$ cat config.mk
export PLATFORM = sky130hd
export DESIGN_NAME = reload_downcounter_pwm_buzzer
export DESIGN_NICKNAME = d
export VERILOG_FILES = /design/src/pkg/reload_timer_pkg.sv /design/src/rtl/reload_downcounter_pwm_buzzer.sv /design/src/rtl/ratio_divider.sv /design/src/rtl/buzzer_gen.sv
export VERILOG_INCLUDE_DIRS = /design/src /design/src/pkg
export SDC_FILE = /design/constraint.sdc
export NUM_CORES = 1
export LEC_CHECK = 0
export BUFFER_PORTS_ARGS = -buffer_cell sky130_fd_sc_hd__buf_2
export CAP_MARGIN = 20
export CORE_MARGIN = 2
export CORE_UTILIZATION = 35
export DETAILED_ROUTE_END_ITERATION = 8
export PLACE_DENSITY = 0.55
export SKIP_LAST_GASP = 1
export SYNTH_ARGS = -nofsm -noshare
export SYNTH_HDL_FRONTEND = slang
export SYNTH_SLANG_ARGS = --single-unit
export TNS_END_PERCENT = 10
$ cat constraint.sdc
create_clock -name clk_sys_i -period 2.8 [get_ports clk_sys_i]
set_input_delay 0 -clock clk_sys_i [delete_from_list [all_inputs] [get_ports clk_sys_i]]
set_output_delay 0 -clock clk_sys_i [all_outputs]
set_load 0.01 [all_outputs]
$ cat src/pkg/reload_timer_defines.svh
// Purpose: Offsets, field positions, reset values and counts of the reload down-counter.
// Assumes: Byte-wide registers on a plain strobe port, 10 MHz system clock.
// Notes:   Definitions only.
// Notes on behaviour
// - 10-bit down-counter, prescaler, drives PWM, buzzer.
// - High bits first; reload moves at overflow.
// - Disabled timer loads on low byte write.
// - Timer read returns present count.
// - Counter runs only with run enable.
// - Source select picks pin or instruction clock.
// - Edge select: one falling, zero rising.
// - Prescaler inserted when enable bit low.
// - Prescaler count readable in own register.
// - One-shot counts down once then stops.
// - Reload select restores initial value.
// - Otherwise restart from 0x3ff.
// - Underflow sets sticky flag; firmware clears.
// - Interrupt needs flag, enable and global.
// - PWM enable drives pin as output.
// - Polarity bit one means active low.
// - Duty gives active input clocks per frame.
// - Duty high bits first; moves at overflow.
// - Buzzer enable drives shared pin as output.
// - Buzzer source prescaler or timer, divided.
// - Third instance uses other flag bits.
`ifndef RELOAD_TIMER_DEFINES_SVH
`define RELOAD_TIMER_DEFINES_SVH

// ----------------------------------------------------------------------------
// Register offsets
// ----------------------------------------------------------------------------
`define OFS_CONTROL_ONE  4'h0
`define OFS_CONTROL_TWO  4'h1
`define OFS_HIGH_BITS    4'h2
`define OFS_RELOAD_LOW   4'h3
`define OFS_DUTY_LOW     4'h4
`define OFS_PRESCALE_RB  4'h5
`define OFS_BUZZER_CTRL  4'h6
`define OFS_IRQ_FLAG     4'h7
`define OFS_IRQ_ENABLE   4'h8
`define OFS_GLOBAL_IRQ   4'h9

// ----------------------------------------------------------------------------
// Field positions
// ----------------------------------------------------------------------------
`define BIT_RUN_ENABLE   0
`define BIT_RELOAD_SEL   1
`define BIT_ONE_SHOT     2
`define BIT_PWM_LOW      6
`define BIT_PWM_OE       7
`define BIT_PRESC_EN_N   3
`define BIT_EDGE_SEL     4
`define BIT_SRC_SEL      5
`define BIT_BUZZER_EN    7
`define BIT_BUZ_SRC      3
`define BIT_RELOAD_HI    6
`define BIT_DUTY_HI      2
`define BIT_GLOBAL_IRQ   0

// ----------------------------------------------------------------------------
// Reset values and counts
// ----------------------------------------------------------------------------
`define RST_BYTE         8'h00
`define RST_COUNT        10'h3ff
`define FULL_SCALE       10'h3ff
`define ZERO_COUNT       10'h000
`define INSTR_DIV        2'h1

`endif

$ cat src/pkg/reload_timer_pkg.sv
// Purpose: Types shared by the reload down-counter and its helpers.
// Assumes: Nothing beyond the defines header.
// Notes:   Holds types only.
package reload_timer_pkg;

  typedef struct packed {
    logic [3:0] addr;
    logic [7:0] wdata;
    logic       wr;
    logic       rd;
  } bus_req_type;

  typedef struct packed {
    logic pin_out;
    logic pin_oe;
  } pin_drive_type;

  typedef enum logic {
    COUNT_RUN,
    COUNT_STOPPED
  } run_state_type;

endpackage : reload_timer_pkg

$ cat src/rtl/reload_downcounter_pwm_buzzer.sv
// Purpose: 10-bit auto-reload down-counter with prescaler, PWM and buzzer on one pin.
// Assumes: Count pin synchronous to clk_sys_i; instruction clock is every clk_sys_i cycle.
// Notes:   FLAG_BIT and IE_BIT select the second or third instance layout.
//
// Implementation choices: the register addresses and the strobed register port.
`include "reload_timer_defines.svh"
module reload_downcounter_pwm_buzzer #(
  parameter int FLAG_BIT = 5,
  parameter int IE_BIT   = 5
) (
  // Clock and reset
  input  wire logic                          clk_sys_i,
  input  wire logic                          rst_n_i,
  // Register port
  input  wire reload_timer_pkg::bus_req_type bus_i,
  output logic [7:0]                         rdata_o,
  // External count pin
  input  wire logic                          external_count_pin_i,
  // Shared output pin
  output reload_timer_pkg::pin_drive_type    pin_o,
  // Interrupt
  output logic                               irq_o,
  output logic                               underflow_flag_o
);

  import reload_timer_pkg::*;

  // --------------------------------------------------------------------------
  // Registers
  // --------------------------------------------------------------------------
  logic [7:0] timer_control_one;
  logic [7:0] timer_control_two;
  logic [7:0] reload_duty_high_bits;
  logic [7:0] buzzer_control;
  logic [7:0] irq_enable_reg;
  logic       global_irq_enable;
  logic [9:0] reload_value;
  logic [9:0] duty_buffer;
  logic [9:0] pwm_duty_value;
  logic [9:0] count;
  logic [9:0] next_count;
  logic       pin_last;
  logic       underflow;
  logic       timer_tick;
  logic       presc_tick;
  logic [7:0] prescaler_value_readback;
  logic       src_tick;
  logic       base_tick;
  logic       pwm_active;
  logic       buzzer_output;
  logic       timer_run_enable;
  logic       wr_ctrl_two;
  logic       wr_reload_low;
  run_state_type run_state;

  assign timer_run_enable = timer_control_one[`BIT_RUN_ENABLE];
  assign wr_ctrl_two      = bus_i.wr && (bus_i.addr == `OFS_CONTROL_TWO);
  assign wr_reload_low    = bus_i.wr && (bus_i.addr == `OFS_RELOAD_LOW);

  // --------------------------------------------------------------------------
  // Register writes
  // --------------------------------------------------------------------------
  always_ff @(posedge clk_sys_i) begin
    if (!rst_n_i) begin
      timer_control_one     <= `RST_BYTE;
      timer_control_two     <= `RST_BYTE;
      reload_duty_high_bits <= `RST_BYTE;
      buzzer_control        <= `RST_BYTE;
      irq_enable_reg        <= `RST_BYTE;
      global_irq_enable     <= 1'b0;
      reload_value          <= `RST_COUNT;
      duty_buffer           <= `ZERO_COUNT;
    end else if (bus_i.wr) begin
      if (bus_i.addr == `OFS_CONTROL_ONE) begin
        timer_control_one <= bus_i.wdata;
      end else if (bus_i.addr == `OFS_CONTROL_TWO) begin
        timer_control_two <= bus_i.wdata;
      end else if (bus_i.addr == `OFS_HIGH_BITS) begin
        reload_duty_high_bits <= bus_i.wdata;
      end else if (bus_i.addr == `OFS_RELOAD_LOW) begin
        // The high bits were written first, so the pair forms one value.
        reload_value <= {reload_duty_high_bits[`BIT_RELOAD_HI +: 2], bus_i.wdata};
      end else if (bus_i.addr == `OFS_DUTY_LOW) begin
        duty_buffer <= {reload_duty_high_bits[`BIT_DUTY_HI +: 2], bus_i.wdata};
      end else if (bus_i.addr == `OFS_BUZZER_CTRL) begin
        buzzer_control <= bus_i.wdata;
      end else if (bus_i.addr == `OFS_IRQ_ENABLE) begin
        irq_enable_reg <= bus_i.wdata;
      end else if (bus_i.addr == `OFS_GLOBAL_IRQ) begin
        global_irq_enable <= bus_i.wdata[`BIT_GLOBAL_IRQ];
      end
    end
  end

  // --------------------------------------------------------------------------
  // Count source and prescaler
  // --------------------------------------------------------------------------
  always_ff @(posedge clk_sys_i) begin
    if (!rst_n_i) begin
      pin_last <= 1'b0;
    end else begin
      pin_last <= external_count_pin_i;
    end
  end

  always_comb begin
    if (timer_control_two[`BIT_SRC_SEL]) begin
      if (timer_control_two[`BIT_EDGE_SEL]) begin
        base_tick = pin_last && !external_count_pin_i;
      end else begin
        base_tick = !pin_last && external_count_pin_i;
      end
    end else begin
      base_tick = 1'b1;
    end
  end

  // The prescaler is cleared whenever control two is written so a new ratio starts clean.
  ratio_divider u_prescaler (
    .clk_sys_i (clk_sys_i),
    .rst_n_i   (rst_n_i),
    .clear_i   (wr_ctrl_two),
    .tick_i    (base_tick && timer_run_enable),
    .sel_i     (timer_control_two[2:0]),
    .tick_o    (presc_tick),
    .count_o   (prescaler_value_readback)
  );

  // The bypass path adds no delay, the prescaled path adds one cycle.
  assign src_tick   = timer_control_two[`BIT_PRESC_EN_N] ?
                      (base_tick && timer_run_enable) : presc_tick;
  assign timer_tick = src_tick && timer_run_enable && (run_state == COUNT_RUN);
  assign underflow  = timer_tick && (count == `ZERO_COUNT);

  // --------------------------------------------------------------------------
  // Down-counter
  // --------------------------------------------------------------------------
  always_comb begin
    if (timer_control_one[`BIT_RELOAD_SEL]) begin
      next_count = reload_value;
    end else begin
      next_count = `FULL_SCALE;
    end
  end

  always_ff @(posedge clk_sys_i) begin
    if (!rst_n_i) begin
      count     <= `RST_COUNT;
      run_state <= COUNT_RUN;
    end else if (wr_reload_low && !timer_run_enable) begin
      count     <= {reload_duty_high_bits[`BIT_RELOAD_HI +: 2], bus_i.wdata};
      run_state <= COUNT_RUN;
    end else if (underflow) begin
      if (timer_control_one[`BIT_ONE_SHOT]) begin
        run_state <= COUNT_STOPPED;
      end else begin
        count <= next_count;
      end
    end else if (timer_tick) begin
      count <= count - 10'h001;
    end else if (!timer_run_enable) begin
      run_state <= COUNT_RUN;
    end
  end

  // --------------------------------------------------------------------------
  // PWM
  // --------------------------------------------------------------------------
  always_ff @(posedge clk_sys_i) begin
    if (!rst_n_i) begin
      pwm_duty_value <= `ZERO_COUNT;
    end else if (underflow) begin
      pwm_duty_value <= duty_buffer;
    end
  end

  // Active while the count lies below the duty, giving duty input clocks per frame.
  assign pwm_active = (pwm_duty_value != `ZERO_COUNT) && (count < pwm_duty_value);

  buzzer_gen u_buzzer (
    .clk_sys_i    (clk_sys_i),
    .rst_n_i      (rst_n_i),
    .enable_i     (buzzer_control[`BIT_BUZZER_EN]),
    .presc_tick_i (presc_tick),
    .timer_tick_i (underflow),
    .freq_sel_i   (buzzer_control[3:0]),
    .wave_o       (buzzer_output)
  );

  // --------------------------------------------------------------------------
  // Shared pin
  // --------------------------------------------------------------------------
  always_ff @(posedge clk_sys_i) begin
    if (!rst_n_i) begin
      pin_o <= '0;
    end else if (timer_control_one[`BIT_PWM_OE]) begin
      pin_o.pin_oe  <= 1'b1;
      pin_o.pin_out <= pwm_active ^ timer_control_one[`BIT_PWM_LOW];
    end else if (buzzer_control[`BIT_BUZZER_EN]) begin
      pin_o.pin_oe  <= 1'b1;
      pin_o.pin_out <= buzzer_output;
    end else begin
      pin_o <= '0;
    end
  end

  // --------------------------------------------------------------------------
  // Flag and interrupt
  // --------------------------------------------------------------------------
  always_ff @(posedge clk_sys_i) begin
    if (!rst_n_i) begin
      underflow_flag_o <= 1'b0;
    end else if (underflow) begin
      underflow_flag_o <= 1'b1;
    end else if (bus_i.wr && (bus_i.addr == `OFS_IRQ_FLAG) && !bus_i.wdata[FLAG_BIT]) begin
      underflow_flag_o <= 1'b0;
    end
  end

  always_ff @(posedge clk_sys_i) begin
    if (!rst_n_i) begin
      irq_o <= 1'b0;
    end else begin
      irq_o <= underflow_flag_o && irq_enable_reg[IE_BIT] && global_irq_enable;
    end
  end

  // --------------------------------------------------------------------------
  // Register reads
  // --------------------------------------------------------------------------
  always_ff @(posedge clk_sys_i) begin
    if (!rst_n_i) begin
      rdata_o <= 8'h00;
    end else if (bus_i.rd) begin
      if (bus_i.addr == `OFS_CONTROL_ONE) begin
        rdata_o <= timer_control_one;
      end else if (bus_i.addr == `OFS_CONTROL_TWO) begin
        rdata_o <= timer_control_two;
      end else if (bus_i.addr == `OFS_HIGH_BITS) begin
        rdata_o <= {count[9:8], reload_duty_high_bits[5:0]};
      end else if (bus_i.addr == `OFS_RELOAD_LOW) begin
        rdata_o <= count[7:0];
      end else if (bus_i.addr == `OFS_DUTY_LOW) begin
        rdata_o <= duty_buffer[7:0];
      end else if (bus_i.addr == `OFS_PRESCALE_RB) begin
        rdata_o <= prescaler_value_readback;
      end else if (bus_i.addr == `OFS_BUZZER_CTRL) begin
        rdata_o <= buzzer_control;
      end else if (bus_i.addr == `OFS_IRQ_FLAG) begin
        rdata_o <= 8'(underflow_flag_o) << FLAG_BIT;
      end else if (bus_i.addr == `OFS_IRQ_ENABLE) begin
        rdata_o <= irq_enable_reg;
      end else if (bus_i.addr == `OFS_GLOBAL_IRQ) begin
        rdata_o <= {7'h00, global_irq_enable};
      end else begin
        rdata_o <= 8'h00;
      end
    end else begin
      rdata_o <= 8'h00;
    end
  end

endmodule : reload_downcounter_pwm_buzzer

$ cat src/rtl/ratio_divider.sv
// Purpose: Divides a one-cycle tick stream by two to the power (sel + 1).
// Assumes: Ticks are one-cycle pulses on the system clock.
// Notes:   Count value is visible for readback.
module ratio_divider (
  // Clock and reset
  input  wire logic       clk_sys_i,
  input  wire logic       rst_n_i,
  // Control
  input  wire logic       clear_i,
  input  wire logic       tick_i,
  input  wire logic [2:0] sel_i,
  // Results
  output logic            tick_o,
  output logic [7:0]      count_o
);

  logic [7:0] next_count;
  logic [7:0] limit;

  assign limit      = 8'((9'h002 << sel_i) - 9'h001);
  assign next_count = count_o + 8'h01;

  always_ff @(posedge clk_sys_i) begin
    if (!rst_n_i || clear_i) begin
      count_o <= 8'h00;
      tick_o  <= 1'b0;
    end else begin
      tick_o <= 1'b0;
      if (tick_i) begin
        if (count_o >= limit) begin
          count_o <= 8'h00;
          tick_o  <= 1'b1;
        end else begin
          count_o <= next_count;
        end
      end
    end
  end

endmodule : ratio_divider

$ cat src/rtl/buzzer_gen.sv
// Purpose: Square-wave buzzer from a selected tick source.
// Assumes: Source ticks are one-cycle pulses.
// Notes:   Output toggles once per divided period.
`include "reload_timer_defines.svh"
module buzzer_gen (
  // Clock and reset
  input  wire logic       clk_sys_i,
  input  wire logic       rst_n_i,
  // Sources and control
  input  wire logic       enable_i,
  input  wire logic       presc_tick_i,
  input  wire logic       timer_tick_i,
  input  wire logic [3:0] freq_sel_i,
  // Waveform
  output logic            wave_o
);

  logic       src_tick;
  logic       div_tick;

  assign src_tick = freq_sel_i[`BIT_BUZ_SRC] ? timer_tick_i : presc_tick_i;

  ratio_divider u_div (
    .clk_sys_i (clk_sys_i),
    .rst_n_i   (rst_n_i),
    .clear_i   (!enable_i),
    .tick_i    (src_tick),
    .sel_i     (freq_sel_i[2:0]),
    .tick_o    (div_tick),
    .count_o   ()
  );

  always_ff @(posedge clk_sys_i) begin
    if (!rst_n_i || !enable_i) begin
      wave_o <= 1'b0;
    end else if (div_tick) begin
      wave_o <= !wave_o;
    end
  end

endmodule : buzzer_gen

# --- Word-level counts from Yosys, hierarchy flattened ---
# Index checks and enable logic that the tools add are counted.
word_totals:
  ff_bits: 114
  out_inout_bits: 12
  wordCells: 130
classes:
  n_addsub: 5
  n_lt_le_gt_ge: 3
  n_eq_ne: 13
  shift: 2
  n_mux: 31
  bitwise: 12
  reduce_logical: 42
ops:
  columns: ["cell", "n"]
  rows:
  - ["$mux 8", 11]
  - ["$mux 10", 5]
  - ["$add 8x1->8 const B", 2]
  - ["$eq 4x3->1 const B", 4]
  - ["$ge 8x8->1", 2]
  - ["$shl 2x3->8 const A", 2]
  - ["$sub 8x1->8 const B", 2]
  - ["$logic_and 1x1->1", 14]
  - ["$mux 1", 13]
  - ["$not 1->1", 11]
  - ["$logic_not 10->1", 1]
  - ["$lt 10x10->1", 1]
  - ["$reduce_bool 10->1", 1]
  - ["$sub 10x1->10 const B", 1]
  - ["$reduce_and 9->1", 1]
  - ["$eq 4x2->1 const B", 2]
  - ["$eq 4x4->1 const B", 2]
  - ["$reduce_and 8->1", 1]
  - ["$logic_not 1->1", 7]
  - ["$reduce_and 7->1", 1]
  - ["$reduce_and 2->1", 3]
  - ["$reduce_and 3->1", 2]
  - ["$reduce_and 6->1", 1]
  - ["$reduce_or 2->1", 3]
  - ["other kinds (12)", 15]

# --- Longest topological paths before layout ---
# Gate-level depths: netlist (run 1).
logic_depth:
  word_depth: 12
  depth_mapped: 10
  mapped_depth_nobuf: 8

# --- By module ---
# From an unflattened synthesis (run 1), not the netlist that was laid out.
hier_totals:
  cells_unflattened: 743
  hier_area_um2: 6328.6
modules_own_cells:
  columns: ["module", "n_inst", "cells_each", "area_per_inst_um2", "seq_area_each_um2"]
  rows:
  - ["reload_downcounter_pwm_buzzer", 1, 584, 4882.2, 1901.8]
  - ["ratio_divider", 2, 77, 698.2, 180.2]
  - ["buzzer_gen", 1, 5, 50.0, 20.0]

# --- Worst setup path before layout (run 1) ---
# OpenSTA, ideal clock, no wires.
synth_timing:
  path_kind: "reg-to-reg"
  startpoint: "register buzzer_control[2]"
  endpoint: "register u_buzzer.u_div.count_o[4]"
  arrival_ns: 2.229
  t_required_ns: 2.731
  path_slack_ns: 0.502
  path_stages_with_launch: 10
  n_path_buf: 1
  period_less_slack_ns: 2.298
  cell_sequence: "dfxtp_1 clkbuf_1 nor3_1 ha_1 a211oi_1 o21ai_1 a221oi_4 nand2b_4 or4_1 o21ai_1"
synth_between:
  elab_chain_len: 4
synth_lines:
  columns: ["element", "line_no", "rtl"]
  rows:
  - ["start: declaration", "reload_downcounter_pwm_buzzer.sv:34", "logic [7:0] buzzer_control;"]
  - ["start signal: assignment", "reload_downcounter_pwm_buzzer.sv:68", "buzzer_control <= `RST_BYTE;"]
  - ["start signal: assignment", "reload_downcounter_pwm_buzzer.sv:86", "buzzer_control <= bus_i.wdata;"]
  - ["$shl 2x3->8", "ratio_divider.sv:20", "assign limit = 8'((9'h002 << sel_i) - 9'h001);"]
  - ["$sub 8x1->8", "ratio_divider.sv:20", null]
  - ["$ge 8x8->1", "ratio_divider.sv:30", "if (count_o >= limit) begin"]
  - ["$mux 8", "ratio_divider.sv:30", null]
  - ["end signal: assignment", "ratio_divider.sv:34", "count_o <= next_count;"]
  - ["end: declaration", "ratio_divider.sv:14", "output logic [7:0] count_o"]
# Every way passes these cells.
# A chain may end at the register's enable or synchronous reset.

# --- Final worst setup path (run 1) ---
layout_timing:
  startpoint: "register count[0]"
  endpoint: "register pwm_duty_value[0]"
layout_between:
  elab_chain_len: 2
layout_lines:
  columns: ["element", "line_no", "rtl"]
  rows:
  - ["start: declaration", "reload_downcounter_pwm_buzzer.sv:40", "logic [9:0] count;"]
  - ["start signal: assignment", "reload_downcounter_pwm_buzzer.sv:148", "count <= `RST_COUNT;"]
  - ["start signal: assignment", "reload_downcounter_pwm_buzzer.sv:151", "count <= {reload_duty_high_bits[`BIT_RELOAD_HI +: 2], bus_i.wdata};"]
  - ["start signal: assignment", "reload_downcounter_pwm_buzzer.sv:157", "count <= next_count;"]
  - ["$logic_not 10->1 (no source line)", null, null]
  - ["$logic_and 1x1->1", "reload_downcounter_pwm_buzzer.sv:133", "assign underflow = timer_tick && (count == `ZERO_COUNT);"]
  - ["end signal: assignment", "reload_downcounter_pwm_buzzer.sv:171", "pwm_duty_value <= `ZERO_COUNT;"]
  - ["end signal: assignment", "reload_downcounter_pwm_buzzer.sv:173", "pwm_duty_value <= duty_buffer;"]
  - ["end: declaration", "reload_downcounter_pwm_buzzer.sv:39", "logic [9:0] pwm_duty_value;"]
# Every way passes these cells.

==> metrics.txt, run 1 <==
status finished clean; hold depth 3; placed cell area roughly 6500 sq um; hold_sp bus_i[9]; Clk network pwr share 0.509; Critical R2R Capture pwm_duty_value[0]$_SDFFE_PN0P_; Max transition margin 0.5956; commonest non-fill, non-tap cell in the layout dfxtp_1; largest family of logic cells by synthesized area simple AND/OR/NAND/NOR gates; CP dominant cell by count nand2_1; Non-Filler Instances 994; Layout area overhead 16.09%; crit path max fanout 14; Reg power frac 0.420; # Max-Cap Violations 0; Setup crit end kind flip-flop; slack of the worst reg-to-reg path 0.22 ns; Total Wirelength 18,490 um; area taken by multi-input logic gates about 3500 sq um; post-CTS setup buffer count 0; logic gate share of total power 0.071; ranking of synthesized cells by area dfxtp_1 37%, mux2i_1 8.2%, nand2_1 5.7%; Mapped Nets 786; WL/cell 18.60 um; CORE AREA approximately 17,000 sq um; WHS between 0.01 and 0.015 ns; Crit-path slowest cell or4b_1; FF-to-FF path depth 8; met2 WL between 8000 and 9000 um; end of the worst hold path reload_value[7]$_SDFFE_PN1P_; most frequent cells in the layout 114 x dfxtp_1, 92 x nand2_1, 54 x nand3_1, 51 x nor2b_1, 50 x mux2i_1; initial antenna violation count 0; unrepaired setup endpoints after global routing false; ANT cells 0; Highest Signal Layer met4; nature of the critical path startpoint flip-flop; Min-Delay Path Class primary input to flip-flop; FF-to-FF Start count[0]$_SDFFE_PN1P_; Post-Place Cells 957; critical path class flip-flop to flip-flop; sequential fraction of the synthesis area 0.3743; simple logic cell fraction of the synthesized area 0.2467; Internal 3.028 mW; Final HPWL DP 12,650 um; vias in the first global route 5,394; Post-synth EDFFs 0; Slew Limit Fails 0; dominant synthesized flop cell dfxtp_1; share of the synthesized area in the top cell type 0.3743; YS warnings 0; Vias 5,565; gr ovfl total 0; Tot Pwr 3.988 mW; GPL Wtd Cong 0.9437; Cells after Synth between 700 and 800; pin count of the biggest net entering global routing 67; Synth Register Bits 114; CTS Buf Count 17; Final nets around 800; Setup crit start count[0]$_SDFFE_PN1P_; # DRC 0; Die X between 100 and 150 um; GRT Resource Usage Total 0.2073; Yosys top cell by area dfxtp_1; clk_lat worst skew 0.43 ns; IO Pins 29; mux contribution to synthesized area 0.08578; Synth Area in XOR/XNOR 0.007182; initial DRC count approximately 500; Crit path largest cell delay 0.64 ns; layout cells sized above 1 0.1105; clk_skew 0.01033 ns; Max Freq 387.9 MHz; Fill cells 1,786; port bufs 28; Reg area 2282 sq um; crit path cell chain inv_1, ha_1, or4b_1, nor3_2, buf_4, nand2_1, nand2_1, a21boi_1; cell leakage power 2.857 nW; Yosys cell types 56; CTS Root Cell clkbuf_16; setup tns final 0 ns; Synth Area in Compound Gates 0.1808; Worst Path Required about 3.1 ns; H-tree levels 4; CTS tree built; Final ANT Viol Nets 0; Clock Pin Slew Worst Setup and Hold Paths 0.06 ns; Die H 136.0 um; crit share post-route 0.9207; # rows 48; area of the mapped netlist about 6000 sq um; final core utilization 0.4121; Final Hold Viols 0; Max IR drop VDD roughly 0.00045 V; Detailed Routing Iterations Pass 1 5; DR WL met3 991 um; initial core utilization 0.3550; Vias/cell 5.599; Final WS setup 0.2222 ns; clk sinks between 100 and 150; Metal-1 WL 8356 um; Synth Area per Inst 8.206 sq um; Clock Path Buffers 2; Die ar. ~18,000 sq um; Tmin final 2.578 ns; async set-or-reset flop fraction in the synthesized netlist 0; pwr dens 563.4 nW/um^2; endpoints failing setup 0; DP Worst Slack 0.2902 ns; Net Switching roughly 0.96 mW; first-pass GRT wire length ~29,000 um; worst path arrival time 2.89 ns; Post-Synth Adder-Cell Area 0.05336; switch share 0.2406; design area around 7100 sq um; slew at the pin closest to its max-slew limit 0.6066 ns
-- cell usage after synthesis (16+ instances only) --
cell        n
a21oi_1    37
ha_1       26
nand3_1    54
nand2_1    92
o211ai_1   16
nor2_1     35
nor2b_1    51
inv_1      27
dfxtp_1   114
nor3_1     19
clkbuf_1   45
mux2i_1    50
o21ai_0    22
-- critical path, delay by kind of cell, from the launching register on --
family / cells / cell delay [ns]
adders and majority gates: 1 / 0.22
buffers and inverters: 2 / 0.36
and+or+nand+nor: 4 / 1.44
DFF: 1 / 0.36
AOI/OAI and AO/OA: 1 / 0.08
-- kinds of logic after synthesis --
logic type	after synthesis
adder cells (fa/ha/maj)	26
buffers and inverters	83
multiplexers	51
XOR/XNOR	5
AND/OR/NAND/NOR	298
flip-flops	114
AO/OA/AOI/OAI	166
-- routing by layer --
metal / vias to the layer above / track usage
met5: - / 0
li1: 2673 / -
met2: 182 / 0.3412
met4: 0 / 0.06655
met3: 31 / 0.04176
met1: 2679 / 0.2726
-- power by group through the flow --
stage | registers [mW] | logic [mW] | clock network, mW
finish | 1.68 | 0.282 | 2.03
global route | 1.68 | 0.306 | 2.13
CTS | 1.67 | 0.279 | 2.05
detailed placement | 1.71 | 0.270 | 0
global placement | 1.71 | 0.265 | 0
floorplan | 1.70 | 0.183 | 0
-- final cells by class --
| class | count | area share |
|---|---|---|
| tap | 225 | 0.03977 |
| multi-input combinational | 546 | 0.4983 |
| sequential | 114 | 0.3224 |
| clock buffer | 26 | 0.07477 |
| inverter | 28 | 0.01485 |
| timing repair buffer | 51 | 0.04667 |
| clock inverter | 4 | 0.003182 |
-- worst max-delay path by stage --
stage,endpoint,slack [ns]
detailed placement,pwm_duty_value[8]$_SDFFE_PN0P_,0.29
global placement,u_buzzer.u_div.count_o[4]$_SDFFE_PP0P_,0.42
floorplan,u_buzzer.u_div.count_o[4]$_SDFFE_PP0P_,0.50
finish,pwm_duty_value[0]$_SDFFE_PN0P_,0.22
global route,pwm_duty_value[0]$_SDFFE_PN0P_,0.08
CTS,pwm_duty_value[0]$_SDFFE_PN0P_,0.26
-- what timing repair did --
action,in CTS,in global routing
hold endpoints to repair,17,0
hold buffers,7,0
setup endpoints to repair,0,0
gates resized for setup,0,0
Power figures use the tool's default switching activity.
==> inputs of run 2 (changes only) <==
--- a/config.mk
+++ b/config.mk
@@ -11,6 +11,7 @@
 export CORE_MARGIN = 2
 export CORE_UTILIZATION = 35
 export DETAILED_ROUTE_END_ITERATION = 8
+export MAX_ROUTING_LAYER = met4
 export PLACE_DENSITY = 0.55
 export SKIP_LAST_GASP = 1
 export SYNTH_ARGS = -nofsm -noshare
==> run 2 against run 1 <==
Compared with the run above:
- design area grew 0.41%
- maximum frequency increased by 2.7%
- clock power grew 5%
- highest routed layer unchanged
- final cell count up 0.20%
- total power grew 2.7%
- worst setup slack improved by 0.067 ns
- register-to-register slack improved by 0.07 ns
- critical endpoint is now pwm_duty_value[2]$_SDFFE_PN0P_
- first-iteration DRC count fell by 4.3%
==> metrics.txt, run 2 (synthesized netlist as in run 1, its figures left out) <==
status finished clean; endpoints failing setup 0; port bufs 28; commonest non-fill, non-tap cell in the layout dfxtp_1; critical path class flip-flop to flip-flop; Resize count post-CTS 0; clk_skew 0.006563 ns; Max IR drop VDD about 0.00046 V; slew at the pin closest to its max-slew limit ~0.86 ns; Die X 136.0 um; Clock Path Buffers 2; hold depth 3; setup tns final 0 ns; Net Switching 0.9751 mW; Final Hold Viols 0; first-pass GRT wire length roughly 30,000 um; Setup crit end kind flip-flop; H-tree levels 4; Final HPWL DP 12,720 um; hold_sp bus_i[2]; Setup crit start count[0]$_SDFFE_PN1P_; GPL Wtd Cong 0.8836; Final nets 800; logic gate share of total power 0.069; unrepaired setup endpoints after global routing false; Detailed Routing Iterations Pass 1 6; # DRC 0; Vias 5,585; Most Crowded Layer GR met2; clk sinks 114; clk_lat worst skew between 0.4 and 0.5 ns; IO Pins 29; vias in the first global route 5,364; Reg power frac 0.409; Tot Pwr 4.097 mW; Tmin final between 2 and 3 ns; initial DRC count 485; CTS Root Cell clkbuf_16; Max transition margin 0.4266; Die H about 140 um; pwr dens about 580 nW/um^2; crit path max fanout 15; pin count of the biggest net entering global routing 50; Min-Delay Path Class primary input to flip-flop; Crit-path slowest cell or4b_1; crit path cell chain inv_1, ha_1, or4b_1, nor3_2, buf_4, nand2_1, nand2_1, a21boi_1; Die ar. 18,490 sq um; gr ovfl total 0; Crit path max-delay family simple AND/OR/NAND/NOR gates; FF-to-FF path depth 8; Vias/cell 5.607; CTS tree built; # Max-Cap Violations 0; GRT Resource Usage Total 0.2160; Worst Path Required 3.10 ns; switch share 0.2380; final core utilization 0.4138; worst path arrival time about 2.8 ns; slack of the worst reg-to-reg path 0.29 ns; Max Freq 398.3 MHz; Clock Pin Slew Worst Setup and Hold Paths approximately 0.05 ns; end of the worst hold path timer_control_one[0]$_SDFFE_PN0P_; initial core utilization 0.3550; Final ANT Viol Nets 0; layout cells sized above 1 0.1091; CP bufs+invs 2; CORE AREA 17,180 sq um; nature of the critical path startpoint flip-flop; initial antenna violation count 1; Total Wirelength around 18,000 um; met1 Usage GRT 0.2818; FF-to-FF Start count[0]$_SDFFE_PN1P_; met3 Use GR 0.04623; Critical R2R Capture pwm_duty_value[2]$_SDFFE_PN0P_; most frequent cells in the layout 114 x dfxtp_1, 92 x nand2_1, 54 x nand3_1, 51 x nor2b_1, 50 x mux2i_1; WL/cell 18.42 um; Layout area overhead 16.56%; # rows 48; cell leakage power ~2.9 nW; CTS Buf Count 17; met2 usage 0.3230; Internal roughly 3.1 mW; Slew Limit Fails 0; Crit path largest cell delay 0.63 ns; Clk network pwr share 0.523; CP dominant cell by count nand2_1; crit share post-route 0.8966
[run 2: changes by cell type in the layout (fill, tap and decap cells not counted), sizes merged]
cell / delta
clkinvlp: +3
dlygate4sd3: +1
diode: +1
bufinv: +2
clkbuf: -3
buf: -2
[run 2: worst max path at each step]
stage | to | depth (start not counted)
5_1_grt | pwm_duty_value[2]$_SDFFE_PN0P_ | 8
4_1_cts | pwm_duty_value[2]$_SDFFE_PN0P_ | 8
6_report | pwm_duty_value[2]$_SDFFE_PN0P_ | 8
3_5_place_dp | pwm_duty_value[2]$_SDFFE_PN0P_ | 8
2_1_floorplan | u_buzzer.u_div.count_o[4]$_SDFFE_PP0P_ | 9
3_3_place_gp | u_buzzer.u_div.count_o[6]$_SDFFE_PP0P_ | 8
[run 2: per-layer routing]
layer	wire, um	part of all wire
met2	8429	0.46
met3	1169	0.064
met4	551	0.030
met5	0	0
met1	8199	0.45
[run 2: final cells by class]
type | instances | area [sq um]
multi-input combinational | 546 | 3527
antenna | 1 | 2.502
clock inverter | 9 | 105.1
sequential | 114 | 2282
inverter | 28 | 105.1
fill | 1774 | 10070
clock buffer | 23 | 478.0
tap | 225 | 281.5
timing repair buffer | 50 | 325.3
[run 2: power by group through the flow]
stage | logic, mW | registers (mW) | clock network [mW]
floorplan | 0.183 | 1.70 | 0
global placement | 0.264 | 1.71 | 0
detailed placement | 0.269 | 1.71 | 0
CTS | 0.279 | 1.67 | 2.17
global route | 0.307 | 1.68 | 2.25
finish | 0.282 | 1.67 | 2.14
[run 2: metrics by stage]
step | cell area, sq um | hold WS [ns] | cells | setup WS [ns]
6_report | 7107 | 0.01279 | 996 | 0.2896
5_1_grt | 7107 | 0.02050 | 996 | 0.1028
4_1_cts | 7104 | 0.002820 | 995 | 0.3085
3_5_place_dp | 6441 | 0.2435 | 955 | 0.3391
3_3_place_gp | 6441 | 0.2223 | 955 | 0.4183
2_1_floorplan | 6097 | 0.1217 | 743 | 0.5018
[run 2: timing repair]
item	in CTS	in global routing
endpoints found under the hold margin	21	0
setup buffers	0	0
hold buffers	8	0
setup endpoints to repair	0	0
[run 2: worst min-delay path: stages]
cell	delay, ns
buf_2	0.20
nand3_1	0.10
a21boi_0	0.08
==> inputs of run 3 (changes only) <==
--- a/config.mk
+++ b/config.mk
@@ -6,13 +6,13 @@
 export SDC_FILE = /design/constraint.sdc
 export NUM_CORES = 1
 export LEC_CHECK = 0
-export BUFFER_PORTS_ARGS = -buffer_cell sky130_fd_sc_hd__buf_2
 export CAP_MARGIN = 20
 export CORE_MARGIN = 2
 export CORE_UTILIZATION = 35
 export DETAILED_ROUTE_END_ITERATION = 8
+export DONT_BUFFER_PORTS = 1
 export MAX_ROUTING_LAYER = met4
-export PLACE_DENSITY = 0.55
+export PLACE_DENSITY = 0.54
 export SKIP_LAST_GASP = 1
 export SYNTH_ARGS = -nofsm -noshare
 export SYNTH_HDL_FRONTEND = slang
==> run 3 against run 2 <==
Compared with the run above:
- worst setup slack worse by 0.034 ns
- total power is 2.0% higher
- register-to-register slack worse by 0.03 ns
- maximum frequency is 1.3% lower
- design area is 1.4% higher
- utilization is 0.59 points higher
- clock skew is 0.0015 ns higher
- highest routed layer unchanged
- largest cell class unchanged
- clock power is 5% higher
- routed wire length is 4.9% higher
- critical path depth stayed put
- critical endpoint is now u_buzzer.u_div.count_o[4]$_SDFFE_PP0P_
- combinational power is 5% lower
- sequential share of layout area is 0.45 points lower
==> metrics.txt, run 3 (synthesized netlist as in run 1, its figures left out) <==
Final Hold Viols 0; Clk network pwr share 0.535; switch share 0.2424; worst path arrival time between 2 and 3 ns; Tmin final 2.544 ns; hold_sp bus_i[12]; Non-Filler Instances slightly below 1,000; vias in the first global route around 5,400; post-CTS setup buffer count 0; clk_lat worst skew 0.42 ns; Max Freq roughly 400 MHz; pwr dens 579.9 nW/um^2; Final ANT Viol Nets 0; CTS Root Cell clkbuf_16; CTS tree built; Worst Path Required ~3.2 ns; Vias/cell 5.714; endpoints failing setup 0; hold depth 3; WL/cell ~20 um; slack of the worst reg-to-reg path between 0.2 and 0.3 ns; Setup crit end kind flip-flop; gr ovfl total 0; Max transition margin 0.4848; # DRC 0; first-pass GRT wire length 29,860 um; # Max-Cap Violations 0; Critical R2R Capture u_buzzer.u_div.count_o[4]$_SDFFE_PP0P_; initial antenna violation count 0; Setup crit start count[0]$_SDFFE_PN1P_; most frequent cells in the layout 114 x dfxtp_1, 92 x nand2_1, 54 x nand3_1, 51 x nor2b_1, 50 x mux2i_1; commonest non-fill, non-tap cell in the layout dfxtp_1; IO Pins 29; layout cells sized above 1 0.07237; ANT cells 0; Net Switching 1.013 mW; Layout area overhead 18.22%; Post-Place Cells 922; clk sinks 114; initial core utilization 0.3550; port bufs 0; status finished clean; GPL Wtd Cong roughly 0.9; Total Wirelength 19,250 um; CTS Buf Count 17; Clock Pin Slew Worst Setup and Hold Paths 0.06 ns; Detailed Routing Iterations Pass 1 5; Final nets 791; unrepaired setup endpoints after global routing false; WHS 0.02243 ns; clk_skew 0.008035 ns; Max IR drop VDD 0.0004127 V; H-tree levels 4; # rows 48; setup tns final 0 ns; GRT Resource Usage Total 0.2191; initial DRC count about 570; crit share post-route 0.9086; Final WS setup 0.2560 ns; Min-Delay Path Class primary input to flip-flop; final core utilization 0.4197; pin count of the biggest net entering global routing 98; Slew Limit Fails 0; Die H 136.0 um; Internal 3.167 mW; slew at the pin closest to its max-slew limit a little under 0.8 ns; critical path class flip-flop to flip-flop; Reg power frac 0.401; Die X 136.0 um; FF-to-FF path depth 8; Clock Path Buffers 2; FF-to-FF Start count[0]$_SDFFE_PN1P_; logic gate share of total power 0.064; end of the worst hold path count[5]$_SDFFE_PN1P_; DP Worst Slack 0.3334 ns; crit path max fanout 7; Final HPWL DP roughly 13,000 um; cell leakage power 2.788 nW; Vias 5,628; nature of the critical path startpoint flip-flop; placed cell area 6270 sq um; CORE AREA 17,180 sq um; Tot Pwr about 4.2 mW; design area 7208 sq um; Die ar. 18,490 sq um
==> run 3: power by group through the flow <==
stage          Sequential [mW]  Clock, mW  Combinational, mW
2_1_floorplan             1.70          0              0.183
3_3_place_gp              1.71          0              0.175
3_5_place_dp              1.71          0              0.178
4_1_cts                   1.68       2.26              0.265
5_1_grt                   1.68       2.34              0.289
6_report                  1.68       2.24              0.269
==> run 3: worst max path at each step <==
stage	slack, ns	to
detailed placement	0.33	u_buzzer.u_div.count_o[4]$_SDFFE_PP0P_
global placement	0.42	u_buzzer.u_div.count_o[4]$_SDFFE_PP0P_
floorplan	0.50	u_buzzer.u_div.count_o[4]$_SDFFE_PP0P_
finish	0.26	u_buzzer.u_div.count_o[4]$_SDFFE_PP0P_
global route	0.03	u_buzzer.u_div.count_o[4]$_SDFFE_PP0P_
CTS	0.29	u_buzzer.u_div.count_o[4]$_SDFFE_PP0P_
==> run 3: area by class of cell <==
cell class / count / area, sq um
Clock buffer: 18 / 439.2
Timing Repair Buffer: 41 / 405.4
Inverter: 28 / 105.1
Fill cell: 1771 / 9968
Sequential cell: 114 / 2282
Multi-Input combinational cell: 546 / 3533
Tap cell: 225 / 281.5
Clock inverter: 13 / 161.4
==> run 3: repair_timing <==
action                                 in CTS  in global routing
resized for setup                           0                  0
endpoints found under the hold margin     114                  0
hold buffers                               32                  0
==> run 3: critical path: stages (launching register included) <==
cell and delay (ns):
dfxtp_1 0.36, inv_1 0.08, ha_1 0.19, or4b_1 0.63, nor2_4 0.15, a41oi_1 0.22, nand2b_4 0.24, or4_1 0.52
o21ai_1 0.09
==> run 3: per-layer routing <==
layer	wire (um)	GRT usage
met3	1004	0.04176
met5	0	-
met1	8700	0.2787
met4	467	0.08623
met2	9080	0.3440
